--- src/pkg/tpo_pkg.sv ---
// Package for the timer prescaler and option control block.
// Assumes an 8-bit register port with one-cycle strobes and read data one cycle later.
package tpo_pkg;
	localparam logic [7:0] OPT_ADDR = 8'h81;
	localparam logic [7:0] IRQCTL_ADDR = 8'h8B;
	localparam logic [7:0] IRQ_STAT_ADDR = 8'hF0;
	localparam logic [7:0] IRQ_MASK_ADDR = 8'hF1;
	localparam logic [7:0] OPT_RESET = 8'hFF;
	localparam logic [7:0] IRQCTL_RESET = 8'h00;
	localparam logic [7:0] IRQ_MASK_RESET = 8'h00;
	localparam int OPT_PULLUP_BIT = 7;
	localparam int OPT_EDGE_BIT = 6;
	localparam int OPT_SRC_BIT = 5;
	localparam int OPT_SRC_EDGE_BIT = 4;
	localparam int OPT_ASSIGN_BIT = 3;
	localparam int IRQ_GIE_BIT = 7;
	localparam int IRQ_TMR_EN_BIT = 5;
	localparam int IRQ_EXT_EN_BIT = 4;
	localparam int IRQ_PORT_EN_BIT = 3;
	localparam int IRQ_TMR_FLAG_BIT = 2;
	localparam int IRQ_EXT_FLAG_BIT = 1;
	localparam int IRQ_PORT_FLAG_BIT = 0;
	localparam int STAT_TICK_BIT = 0;
	localparam int STAT_WDT_BIT = 1;

	typedef struct packed
	{
		logic [7:0] addr;
		logic [7:0] wdata;
		logic wr;
		logic rd;
	} tpo_bus_req_t;
endpackage : tpo_pkg

--- src/verilog/tpo_option_ctrl.sv ---
// Option register, shared prescaler, timer source select and interrupt control flags.
// Assumes pins are asynchronous and the register port follows a one-cycle strobe protocol.
//
// Overview of operation
// [RULE1] Option register read/write, resets to all ones
// [RULE2] One prescaler, timer or watchdog, never both
// [RULE3] Rate field doubles ratio per code
// [RULE4] Timer one-to-one only via watchdog assignment
// [RULE5] Pull-up disable bit forces pull-ups off
// [RULE6] Edge bit picks external pin edge
// [RULE7] Source bit and source edge select clock
// [RULE8] Assignment bit gives prescaler to watchdog
// [RULE9] Control register holds enables and flags
// [RULE10] Flags set regardless of enable bits
// [RULE11] Software clears flag before enabling interrupt
`timescale 1ns/1ps
module tpo_option_ctrl
	import tpo_pkg::*;
(
	input wire logic clk,
	input wire logic rstn,
	input wire tpo_bus_req_t bus_req,
	output logic [7:0] rdata,
	input wire logic cycle_clock_out,
	input wire logic timer_ext_clk_pin,
	input wire logic ext_irq_pin,
	input wire logic [7:0] port_b_a,
	input wire logic [7:0] port_b_latch,
	input wire logic timer_overflow,
	input wire logic wdt_tick,
	output logic [7:0] pullup_en,
	output logic timer_tick,
	output logic wdt_timeout,
	output logic cpu_irq,
	output logic irq
);
	typedef struct packed
	{
		logic [7:0] opt;
		logic [7:0] ctl;
		logic [1:0] stat;
		logic [1:0] mask;
		logic [7:0] rdata;
		logic [1:0] clk_sync;
		logic [1:0] int_sync;
		logic clk_prev;
		logic int_prev;
		logic [3:0] pb_sync1;
		logic [3:0] pb_sync2;
		logic [3:0] pb_prev;
		logic cyc_prev;
		logic [8:0] ps_seen;
	} tpo_state_t;
	tpo_state_t s_q, s_d;
	logic src_edge, ext_edge, cyc_edge, ps_in, ps_out, ps_clear, to_wdt;
	logic pb_change;
	logic [2:0] ps_shift;
	logic timer_raw;
	logic wdt_bypass;
	logic tmr_req;
	logic ext_req;
	logic port_req;

	function automatic logic edge_hit(input logic now, input logic prev, input logic rise);
		edge_hit = rise ? (now && !prev) : (!now && prev);
	endfunction : edge_hit

	// Source ticks per divider output: the watchdog table is one octave below the timer's
	function automatic logic [8:0] rate_ticks(input logic [2:0] code, input logic wdt);
		rate_ticks = wdt ? (9'h001 << code) : (9'h002 << code);
	endfunction : rate_ticks

	assign to_wdt = s_q.opt[OPT_ASSIGN_BIT]; // RULE8
	// RULE7
	assign src_edge = edge_hit(s_q.clk_sync[1], s_q.clk_prev, !s_q.opt[OPT_SRC_EDGE_BIT]);
	assign cyc_edge = cycle_clock_out && !s_q.cyc_prev;
	// RULE6
	assign ext_edge = edge_hit(s_q.int_sync[1], s_q.int_prev, s_q.opt[OPT_EDGE_BIT]);
	assign pb_change = s_q.pb_sync2 != s_q.pb_prev;
	// Reassigning the prescaler clears it so stale counts never leak across owners
	assign ps_clear = bus_req.wr && bus_req.addr == OPT_ADDR
		&& bus_req.wdata[OPT_ASSIGN_BIT] != s_q.opt[OPT_ASSIGN_BIT];

	// The divider only knows 1:2 and up, so the watchdog runs it one step
	// shorter and code zero bypasses it; the timer never gets that bypass.
	always_comb
	begin
		timer_raw = s_q.opt[OPT_SRC_BIT] ? src_edge : cyc_edge; // RULE7
		wdt_bypass = to_wdt && s_q.opt[2:0] == 3'h0; // RULE3
		if (to_wdt)
		begin
			ps_in = wdt_tick; // RULE2
			ps_shift = s_q.opt[2:0] - 3'h1; // RULE3
		end
		else
		begin
			ps_in = timer_raw; // RULE2
			ps_shift = s_q.opt[2:0]; // RULE3
		end
	end

	tpo_prescaler #(.WIDTH(8)) u_ps
	(
		.clk(clk),
		.rstn(rstn),
		.clear(ps_clear),
		.tick_in(ps_in),
		.shift(ps_shift),
		.tick_out(ps_out)
	);

	always_comb
	begin
		s_d = s_q;
		s_d.clk_sync = {s_q.clk_sync[0], timer_ext_clk_pin};
		s_d.int_sync = {s_q.int_sync[0], ext_irq_pin};
		s_d.clk_prev = s_q.clk_sync[1];
		s_d.int_prev = s_q.int_sync[1];
		s_d.pb_sync1 = port_b_a[7:4];
		s_d.pb_sync2 = s_q.pb_sync1;
		s_d.pb_prev = s_q.pb_sync2;
		s_d.cyc_prev = cycle_clock_out;
		s_d.rdata = 8'h00;
		if (bus_req.wr)
		begin
			if (bus_req.addr == OPT_ADDR)
			begin
				s_d.opt = bus_req.wdata; // RULE1
			end
			else if (bus_req.addr == IRQCTL_ADDR)
			begin
				s_d.ctl = bus_req.wdata; // RULE9
			end
			else if (bus_req.addr == IRQ_STAT_ADDR)
			begin
				s_d.stat = s_q.stat & ~bus_req.wdata[1:0];
			end
			else if (bus_req.addr == IRQ_MASK_ADDR)
			begin
				s_d.mask = bus_req.wdata[1:0];
			end
		end
		if (bus_req.rd)
		begin
			if (bus_req.addr == OPT_ADDR)
			begin
				s_d.rdata = s_q.opt; // RULE1
			end
			else if (bus_req.addr == IRQCTL_ADDR)
			begin
				s_d.rdata = s_q.ctl;
			end
			else if (bus_req.addr == IRQ_STAT_ADDR)
			begin
				s_d.rdata = {6'h00, s_q.stat};
			end
			else if (bus_req.addr == IRQ_MASK_ADDR)
			begin
				s_d.rdata = {6'h00, s_q.mask};
			end
		end
		// Hardware set wins over a software clear in the same cycle
		if (timer_overflow)
		begin
			s_d.ctl[IRQ_TMR_FLAG_BIT] = 1'b1; // RULE10
		end
		if (ext_edge)
		begin
			s_d.ctl[IRQ_EXT_FLAG_BIT] = 1'b1; // RULE10
		end
		if (pb_change)
		begin
			s_d.ctl[IRQ_PORT_FLAG_BIT] = 1'b1; // RULE10
		end
		if (ps_out && !to_wdt)
		begin
			s_d.stat[STAT_TICK_BIT] = 1'b1;
		end
		if (to_wdt && wdt_timeout)
		begin
			s_d.stat[STAT_WDT_BIT] = 1'b1;
		end
		// Source ticks since the divider last fired; only the rate check reads it
		if (ps_clear)
		begin
			s_d.ps_seen = '0;
		end
		else if (ps_out)
		begin
			s_d.ps_seen = {8'h00, ps_in};
		end
		else if (ps_in)
		begin
			s_d.ps_seen = s_q.ps_seen + 9'h001;
		end
	end

	always_ff @(posedge clk or negedge rstn)
	begin
		if (!rstn)
		begin
			s_q <= '0;
			s_q.opt <= OPT_RESET; // RULE1
			s_q.ctl <= IRQCTL_RESET;
			s_q.mask <= IRQ_MASK_RESET[1:0];
		end
		else
		begin
			s_q <= s_d;
		end
	end

	assign rdata = s_q.rdata;
	// RULE5
	assign pullup_en = s_q.opt[OPT_PULLUP_BIT] ? 8'h00 : port_b_latch;
	// RULE3 RULE4: timer sees 1:1 only while the watchdog owns the prescaler, else at least 1:2; watchdog may see 1:1
	assign timer_tick = to_wdt ? timer_raw : ps_out;
	// RULE2 RULE3: watchdog code zero skips the divider altogether
	assign wdt_timeout = to_wdt ? (wdt_bypass ? wdt_tick : ps_out) : wdt_tick;
	// RULE11: the enable gates only the interrupt, never the flag
	always_comb
	begin
		tmr_req = s_q.ctl[IRQ_TMR_EN_BIT] && s_q.ctl[IRQ_TMR_FLAG_BIT];
		ext_req = s_q.ctl[IRQ_EXT_EN_BIT] && s_q.ctl[IRQ_EXT_FLAG_BIT];
		port_req = s_q.ctl[IRQ_PORT_EN_BIT] && s_q.ctl[IRQ_PORT_FLAG_BIT];
	end
	// A flag left over from before the enable still raises the request at once
	assign cpu_irq = s_q.ctl[IRQ_GIE_BIT] && (tmr_req || ext_req || port_req);
	assign irq = |(s_q.stat & s_q.mask);

	chk_opt_reset_ones: assert property (@(posedge clk) $rose(rstn) |-> s_q.opt == 8'hFF) // RULE1
		else $error("option register not all ones after reset");
	chk_opt_write_store: assert property (@(posedge clk) disable iff (!rstn)
		bus_req.wr && bus_req.addr == 8'h81 |=> s_q.opt == $past(bus_req.wdata)) // RULE1
		else $error("option write lost");
	chk_opt_read_back: assert property (@(posedge clk) disable iff (!rstn)
		bus_req.rd && bus_req.addr == 8'h81 |=> rdata == $past(s_q.opt)) // RULE1
		else $error("option read wrong");
	chk_ps_one_owner: assert property (@(posedge clk) disable iff (!rstn)
		to_wdt |-> timer_tick == (s_q.opt[5] ? src_edge : cyc_edge)) // RULE2
		else $error("prescaler serves both");
	chk_timer_min_two: assert property (@(posedge clk) disable iff (!rstn)
		!to_wdt && s_q.opt[2:0] == 3'h0 && ps_in && $past(ps_out) |-> !ps_out ##1 !ps_out) // RULE4
		else $error("timer divided below two");
	chk_pullup_off: assert property (@(posedge clk) disable iff (!rstn)
		s_q.opt[7] |-> pullup_en == 8'h00) // RULE5
		else $error("pull-ups not off");
	chk_ext_edge_flag: assert property (@(posedge clk) disable iff (!rstn)
		ext_edge |=> s_q.ctl[1]) // RULE6
		else $error("external edge did not set flag");
	chk_flag_no_enable: assert property (@(posedge clk) disable iff (!rstn)
		timer_overflow && !s_q.ctl[5] |=> s_q.ctl[2]) // RULE10
		else $error("flag not set while disabled");
	chk_src_internal: assert property (@(posedge clk) disable iff (!rstn)
		!to_wdt && !s_q.opt[5] |-> ps_in == cyc_edge) // RULE7
		else $error("wrong timer source");

	// Prescaler ownership and rate
	chk_rate_ratio: assert property (@(posedge clk) disable iff (!rstn)
		ps_out && !wdt_bypass |-> s_q.ps_seen == rate_ticks(s_q.opt[2:0], to_wdt)) // RULE3
		else $error("prescaler ratio wrong");
	chk_wdt_one_one: assert property (@(posedge clk) disable iff (!rstn)
		wdt_bypass |-> wdt_timeout == wdt_tick) // RULE3
		else $error("watchdog code zero not one to one");
	chk_wdt_owner_in: assert property (@(posedge clk) disable iff (!rstn)
		to_wdt |-> ps_in == wdt_tick) // RULE8
		else $error("prescaler not fed by watchdog");
	chk_timer_owner_in: assert property (@(posedge clk) disable iff (!rstn)
		!to_wdt |-> wdt_timeout == wdt_tick) // RULE2
		else $error("watchdog divided while timer owns prescaler");
	chk_ps_clear_swap: assert property (@(posedge clk) disable iff (!rstn)
		ps_clear |=> !ps_out) // RULE2
		else $error("prescaler fired across owner change");
	chk_stat_wdt_set: assert property (@(posedge clk) disable iff (!rstn)
		to_wdt && wdt_timeout |=> s_q.stat[STAT_WDT_BIT]) // RULE2
		else $error("watchdog tick not recorded");

	// Timer source and edge choice
	chk_src_ext: assert property (@(posedge clk) disable iff (!rstn)
		!to_wdt && s_q.opt[OPT_SRC_BIT] |-> ps_in == src_edge) // RULE7
		else $error("external source not used");
	chk_src_edge_fall: assert property (@(posedge clk) disable iff (!rstn)
		!to_wdt && s_q.opt[OPT_SRC_BIT] && s_q.opt[OPT_SRC_EDGE_BIT] && ps_in
		|-> !s_q.clk_sync[1] && s_q.clk_prev) // RULE7
		else $error("source edge not falling");
	chk_ext_edge_rise: assert property (@(posedge clk) disable iff (!rstn)
		ext_edge && s_q.opt[OPT_EDGE_BIT] |-> s_q.int_sync[1] && !s_q.int_prev) // RULE6
		else $error("pin edge not rising");

	// Pull-ups and register port
	chk_pullup_follow: assert property (@(posedge clk) disable iff (!rstn)
		!s_q.opt[OPT_PULLUP_BIT] |-> pullup_en == port_b_latch) // RULE5
		else $error("pull-ups do not follow latch");
	chk_ctl_reset: assert property (@(posedge clk) $rose(rstn) |-> s_q.ctl == 8'h00) // RULE9
		else $error("control register not clear after reset");
	chk_ctl_write: assert property (@(posedge clk) disable iff (!rstn)
		bus_req.wr && bus_req.addr == IRQCTL_ADDR && !timer_overflow && !ext_edge && !pb_change
		|=> s_q.ctl == $past(bus_req.wdata)) // RULE9
		else $error("control write lost");
	chk_ctl_read_back: assert property (@(posedge clk) disable iff (!rstn)
		bus_req.rd && bus_req.addr == IRQCTL_ADDR |=> rdata == $past(s_q.ctl)) // RULE9
		else $error("control read wrong");
	chk_idle_rdata: assert property (@(posedge clk) disable iff (!rstn)
		!bus_req.rd |=> rdata == 8'h00)
		else $error("read data outside read cycle");
	chk_mask_store: assert property (@(posedge clk) disable iff (!rstn)
		bus_req.wr && bus_req.addr == IRQ_MASK_ADDR |=> s_q.mask == $past(bus_req.wdata[1:0]))
		else $error("mask write lost");

	// Flags and interrupt levels
	chk_port_flag: assert property (@(posedge clk) disable iff (!rstn)
		pb_change |=> s_q.ctl[IRQ_PORT_FLAG_BIT]) // RULE10
		else $error("port change did not set flag");
	chk_ext_no_enable: assert property (@(posedge clk) disable iff (!rstn)
		ext_edge && !s_q.ctl[IRQ_EXT_EN_BIT] |=> s_q.ctl[IRQ_EXT_FLAG_BIT]) // RULE10
		else $error("pin flag not set while disabled");
	chk_irq_gated: assert property (@(posedge clk) disable iff (!rstn)
		!s_q.ctl[IRQ_GIE_BIT] |-> !cpu_irq) // RULE11
		else $error("interrupt without global enable");
	chk_stat_clear: assert property (@(posedge clk) disable iff (!rstn)
		bus_req.wr && bus_req.addr == IRQ_STAT_ADDR && bus_req.wdata[STAT_TICK_BIT]
		&& !(ps_out && !to_wdt) |=> !s_q.stat[STAT_TICK_BIT])
		else $error("status bit not cleared");

	cov_wdt_assign: cover property (@(posedge clk) disable iff (!rstn) to_wdt && ps_out);
	cov_wdt_bypass: cover property (@(posedge clk) disable iff (!rstn) wdt_bypass && wdt_tick);
	cov_ext_flag: cover property (@(posedge clk) disable iff (!rstn) ext_edge);
	cov_timer_tick: cover property (@(posedge clk) disable iff (!rstn) !to_wdt && timer_tick);
	cov_cpu_irq: cover property (@(posedge clk) disable iff (!rstn) cpu_irq);
endmodule : tpo_option_ctrl

--- src/verilog/tpo_prescaler.sv ---
// Shared 8-bit prescaler: divides a tick stream by a power of two.
// Assumes tick_in is a one-cycle pulse in the clk domain.
`timescale 1ns/1ps
module tpo_prescaler
	import tpo_pkg::*;
#(
	parameter int WIDTH = 8
)
(
	input wire logic clk,
	input wire logic rstn,
	input wire logic clear,
	input wire logic tick_in,
	input wire logic [2:0] shift,
	output logic tick_out
);
	typedef struct packed
	{
		logic [WIDTH-1:0] cnt;
		logic out;
	} tpo_ps_state_t;
	tpo_ps_state_t s_q, s_d;
	logic [WIDTH-1:0] mask;

	always_comb
	begin
		// Widen the shift before adding one; a 3-bit sum would wrap code 7 to 1:1
		mask = WIDTH'((1 << (int'(shift) + 1)) - 1);
		s_d = s_q;
		s_d.out = 1'b0;
		if (clear)
		begin
			s_d.cnt = '0;
		end
		else if (tick_in)
		begin
			s_d.cnt = s_q.cnt + WIDTH'(1);
			if ((s_d.cnt & mask) == '0)
			begin
				s_d.out = 1'b1;
			end
		end
	end

	always_ff @(posedge clk or negedge rstn)
	begin
		if (!rstn)
		begin
			s_q <= '0;
		end
		else
		begin
			s_q <= s_d;
		end
	end

	assign tick_out = s_q.out;
endmodule : tpo_prescaler
--- config.mk ---
export PLATFORM = sky130hd
export DESIGN_NAME = tpo_option_ctrl
export DESIGN_NICKNAME = d
export VERILOG_FILES = /design/src/pkg/tpo_pkg.sv /design/src/verilog/tpo_option_ctrl.sv /design/src/verilog/tpo_prescaler.sv
export SDC_FILE = /design/constraint.sdc
export NUM_CORES = 1
export LEC_CHECK = 0
export BUFFER_PORTS_ARGS = -buffer_cell sky130_fd_sc_hd__buf_2
export CELL_PAD_IN_SITES_DETAIL_PLACEMENT = 2
export CELL_PAD_IN_SITES_GLOBAL_PLACEMENT = 2
export CORE_ASPECT_RATIO = 0.75
export CORE_MARGIN = 2
export CORE_UTILIZATION = 31
export DETAILED_ROUTE_END_ITERATION = 16
export PLACE_DENSITY = 0.86
export SLEW_MARGIN = 30
export SYNTH_ARGS = -nofsm -noshare
export SYNTH_HDL_FRONTEND = slang
export SYNTH_SLANG_ARGS = --single-unit
--- constraint.sdc ---
create_clock -name clk -period 2.5 [get_ports clk]
set_input_delay 0.25 -clock clk [delete_from_list [all_inputs] [get_ports clk]]
set_output_delay 0.25 -clock clk [all_outputs]
set_load 0.03 [all_outputs]
Word-level counts from Yosys, hierarchy flattened
Index checks and enable logic that the tools add are counted.
{"block": "op_classes", "add_sub_neg": 4, "n_eq_ne": 13, "shift": 1, "muxes": 30, "n_bitwise": 7, "reduce_logical": 44}
{"cell": "$mux 8", "count": 5}
{"cell": "$eq 8x8->1 const B", "count": 4}
{"cell": "$shl 1x32->8 const A", "count": 1}
{"cell": "$reduce_bool 2->1", "count": 11}
{"cell": "$logic_and 1x1->1", "count": 14}
{"cell": "$mux 1", "count": 14}
{"cell": "$mux 7", "count": 2}
{"cell": "$reduce_and 3->1", "count": 4}
{"cell": "$mux 2", "count": 5}
{"cell": "$mux 9", "count": 1}
{"cell": "$add 8x1->8 const B", "count": 1}
{"cell": "$and 8x8->8", "count": 1}
{"cell": "$logic_not 8->1", "count": 1}
{"cell": "$ne 2x1->1 const B", "count": 4}
{"cell": "$reduce_and 4->1", "count": 2}
{"cell": "$sub 8x2->8 const B", "count": 1}
{"cell": "$logic_not 1->1", "count": 6}
{"cell": "$mux 3", "count": 2}
{"cell": "$ne 2x2->1 const B", "count": 3}
{"cell": "$reduce_and 5->1", "count": 1}
{"cell": "$add 3x1->4 const B", "count": 1}
{"cell": "$and 2x2->2", "count": 2}
{"cell": "$mux 4", "count": 1}
{"cell": "$ne 4x4->1", "count": 1}
{"cell": "8 further kinds", "count": 11}
{"block": "word_totals", "register_bits": 56, "in_bits": 41, "out_inout_bits": 20, "word_cells": 118}

Longest topological paths before layout
{"block": "depth", "depth_word": 10, "ltp_mapped": 12, "ltp_nobuf": 10}

Hierarchy
Synthesis repeated with hierarchy kept, for this count alone.
{"block": "hier_totals", "cells_unflattened": 242, "hier_area_um2": 2756.4}
{"module": "tpo_option_ctrl", "n_inst": 1, "cells_per_inst": 169, "area_per_inst_um2": 2109.5}
{"module": "tpo_prescaler", "n_inst": 1, "cells_per_inst": 73, "area_per_inst_um2": 646.9}

Worst setup path before layout
Ideal clock, no wire load.
{"block": "synth_path", "path_kind": "register to register", "startpoint": "register s_q[51] (netlist name)", "endpoint": "register u_ps.s_q (netlist bit u_ps.tick_out)", "setup_ps": 68, "arrival_time_ps": 2608, "t_required_ps": 2432, "slack_ps": -176, "stages_incl_launch_ff": 12, "period_less_slack_ps": 2676, "path_cell_list": "dfstp_2 > clkbuf_1 > clkbuf_1 > clkbuf_1 > nor4_1 > a41oi_1 > ha_1 > clkbuf_1 > nor4_1 > a211o_1 > a32oi_1 > and4_1"}
{"element": "start, declared", "line_no": "tpo_option_ctrl.sv:54", "source": "tpo_state_t s_q, s_d;"}
{"element": "end signal, assigned", "line_no": "tpo_prescaler.sv:49", "source": "s_q <= '0;"}
{"element": "end signal, assigned", "line_no": "tpo_prescaler.sv:53", "source": "s_q <= s_d;"}
{"element": "end, declared", "line_no": "tpo_prescaler.sv:22", "source": "tpo_ps_state_t s_q, s_d;"}

==> impl_metrics.yaml <==
global_route:
  grt_overflow: 0
  grt_pass1_vias: 2358
  grt_start_max_net_pins: 24
  grt_pass1_wl_mm: 12.83
  antenna_found_initial: 0
  grtUsageTotal: 0.1692
floorplanning:
  core_mm2: 0.008971
  rows: 30
  ios: 61
  fp.dieH_um: 86.84
  fp.dieArea_mm2: 0.009939
  start_util: 0.3162
  die_w_um: 114.5
logic_synthesis:
  syn_avg_cell_area_um2: 11.12
  synthArstFlopShare: 1.000
  yosys_warnings: 0
  ys_types: 57
  yosysTopAreaCell: "dfrtp_1"
  synth_top_cell_area_share: 0.4235
  yosys_register_bits: 56
  synthFlopType: "dfrtp_1"
  ys_seq_area_frac: 0.4976
  syn_inst: 255
  synth-edff-count: 0
  synth_area_leaders: "dfrtp_1 42%, dfstp_2 7.4%, mux2_2 6.7%"
  syn_area_mm2: 0.002836
  synth_nets: 300
routing:
  wl_per_cell_um: 19.19
  drt_iter0_markers: 65
  vias_per_cell: 5.335
  wirelength_mm: 8.192
  vias: 2278
  drc: 0
  final_antenna_net_count: 0
  dr.pass1.iters: 4
layout:
  nNetsFinal: 359
  syn_to_final_growth_pct: 21.39
  antenna_cells: 0
  layout-drive-gt1-share: 0.3683
  layout_common_cells: "56 x buf_2, 48 x dfrtp_1, 20 x nor2b_1"
  layout_commonest_cell: "buf_2"
  fin_area_mm2: 0.003443
place:
  gp_congestion: 0.7722
  dpl_worst_slack_ns: 0.04436
  dp_hpwl_mm: 5.981
  place.port_buffers: 56
  placed_cell_area_mm2: 0.003241
setup_path:
  r2r-start: "s_q[48]"
  reg2regPathDepth: 10
  rrSetupSlack_ns: 0.14
  critPathKind: "reg -> reg"
  startpoint_type: "flip-flop"
  reg2reg_to: "u_ps.tick_out"
  crit_end: "u_ps.tick_out"
  cp_data_arrival_time_ns: 2.56
  endpoint_kind: "flip-flop"
  crit_fanout: 7
  worst_ep_required_time_ns: 2.70
  cp-startpoint: "s_q[48]"
cts:
  h-tree-depth: 2
  clockRootBuffer: "clkbuf_16"
  cts_buffers: 5
  clkSlewWorstSetupHoldPaths_ns: 0.08
  cts_tree: "built"
  clock-sinks: 56
  worstSkewPairLatency_ns: 0.31
  clockBufferDepth: 2
outcome:
  outcome: "complete, no violations"
sta:
  fin_crit_sh: 0.9450
  layout_setup_ws_ns: 0.1375
  clock_skew_ns: 0.009535
  finalSetupViolations: 0
  final-hold-violation-count: 0
  max_freq_ghz: 0.4233
  drv_slew: 0
  min_period_ns: 2.363
pwr:
  clkPwrFrac: 0.339
  p_leak_uw: 0.001579
  sequentialPowerShare: 0.483
  power.total_uw: 2203
  switching_power_uw: 665.7
  combinationalPowerShare: 0.178
  power.density_mw_per_mm2: 639.7
  vdd_drop_max_v: 0.0002545
  intPower_uw: 1537
  switching_share: 0.3022
min_path:
  min_path_type: "in -> reg"
run:
  maxCapViolCount: 0
stage by stage:
| step | instances | TNS, ns | util | hold slack, ns |
|---|---|---|---|---|
| floorplan | 255 | 0 | - | -0.04559 |
| global placement | 416 | 0 | 0.3612 | 0.1622 |
| detailed placement | 416 | 0 | 0.3612 | 0.1707 |
| CTS | 425 | 0 | 0.3794 | 0.03788 |
| global route | 427 | -0.002988 | 0.3838 | 0.03437 |
| finish | 427 | 0 | 0.3838 | 0.03941 |
routing by layer:
layer | part of all wire | wire length, um | track usage
met1 | 0.46 | 3795 | 0.2329
met2 | 0.48 | 3958 | 0.2711
met3 | 0.041 | 333 | 0.03566
met4 | 0.013 | 105 | 0.04767
met5 | 0 | 0 | 0
layout make-up:
type	instances	area [um2]
repair buffers	70	387.9
well taps	112	140.1
inverters	8	30.03
fillers	955	5528
multi-input cells	173	1321
clock buffers	5	125.1
flip-flops and latches	56	1411
clock inverters	3	27.53
logic make-up (layout without fill, tap and decap cells):
group	Yosys count	count (layout)	share of synthesized area
AND/OR/NAND/NOR	84	84	0.1884
flip-flops	56	56	0.4976
AO/OA/AOI/OAI	54	54	0.1390
buffers and inverters	26	86	0.04808
multiplexers	18	18	0.07102
XOR/XNOR	12	12	0.03706
adder cells (fa/ha/maj)	4	4	0.01765
other	1	1	0.001322
registers in the layout, indices dropped and copies added, names as in the netlist:
register and count:
u_ps.s_q 8, rdata 8, u_ps.tick_out 1, s_d 12
s_q 27
power by group through the flow:
stage | Sequential, uW | Clock, uW | Combinational [uW]
detailed placement | 1080 | 0 | 381
global route | 1080 | 802 | 435
finish | 1060 | 746 | 393
CTS | 1060 | 763 | 389
global placement | 1070 | 0 | 361
floorplan | 1050 | 0 | 253
worst max-delay path: stages, from the launching register on:
cell	delay [ns]
dfstp_2	0.54
inv_1	0.08
ha_1	0.26
xnor2_2	0.19
a41oi_2	0.14
ha_2	0.27
nor4bb_4	0.27
a21oi_1	0.06
o221ai_1	0.22
a32oi_1	0.07
and4_1	0.17
worst min path at each step:
stage	from	endpoint	slack [ns]	cells past startpoint
final	timer_ext_clk_pin	s_d[27]	0.04	1
after global routing	port_b_a[4]	s_d[14]	0.03	1
after CTS	port_b_a[4]	s_d[14]	0.04	1
after detailed placement	rstn	s_d[17]	0.17	1
after global placement	rstn	s_d[15]	0.16	1
after floorplan	rstn	rdata[0]	-0.05	0
timing repair:
item | 4_1_cts | 5_1_grt
hold buffers | 1 | 0
buffers inserted | 0 | 2
endpoints found under the setup margin | 0 | 1
gates resized for setup | 0 | 4
hold endpoints to repair | 12 | 0
Yosys cell counts (2+ instances only):
master    instances
or2b_1            3
nand4b_1          3
a22oi_1           7
and4b_1           2
nor2_1            7
nand2_1          14
nand3_1           5
a21oi_1          11
a222oi_1          3
nor4bb_1          2
nand2b_1          2
buf_4             8
ha_1              4
o21ai_0           7
a211o_1           2
nand2_2           2
dfrtp_1          48
mux2_2           17
nor3_1            2
nor3b_1           3
dfstp_2           8
inv_1             8
a31oi_1           7
nor4_1            3
and3_1            6
clkbuf_1          8
a22o_1            2
xor2_1            9
xnor2_1           3
o221ai_1          3
nor2b_1          20
Power figures use the tool's default switching activity.
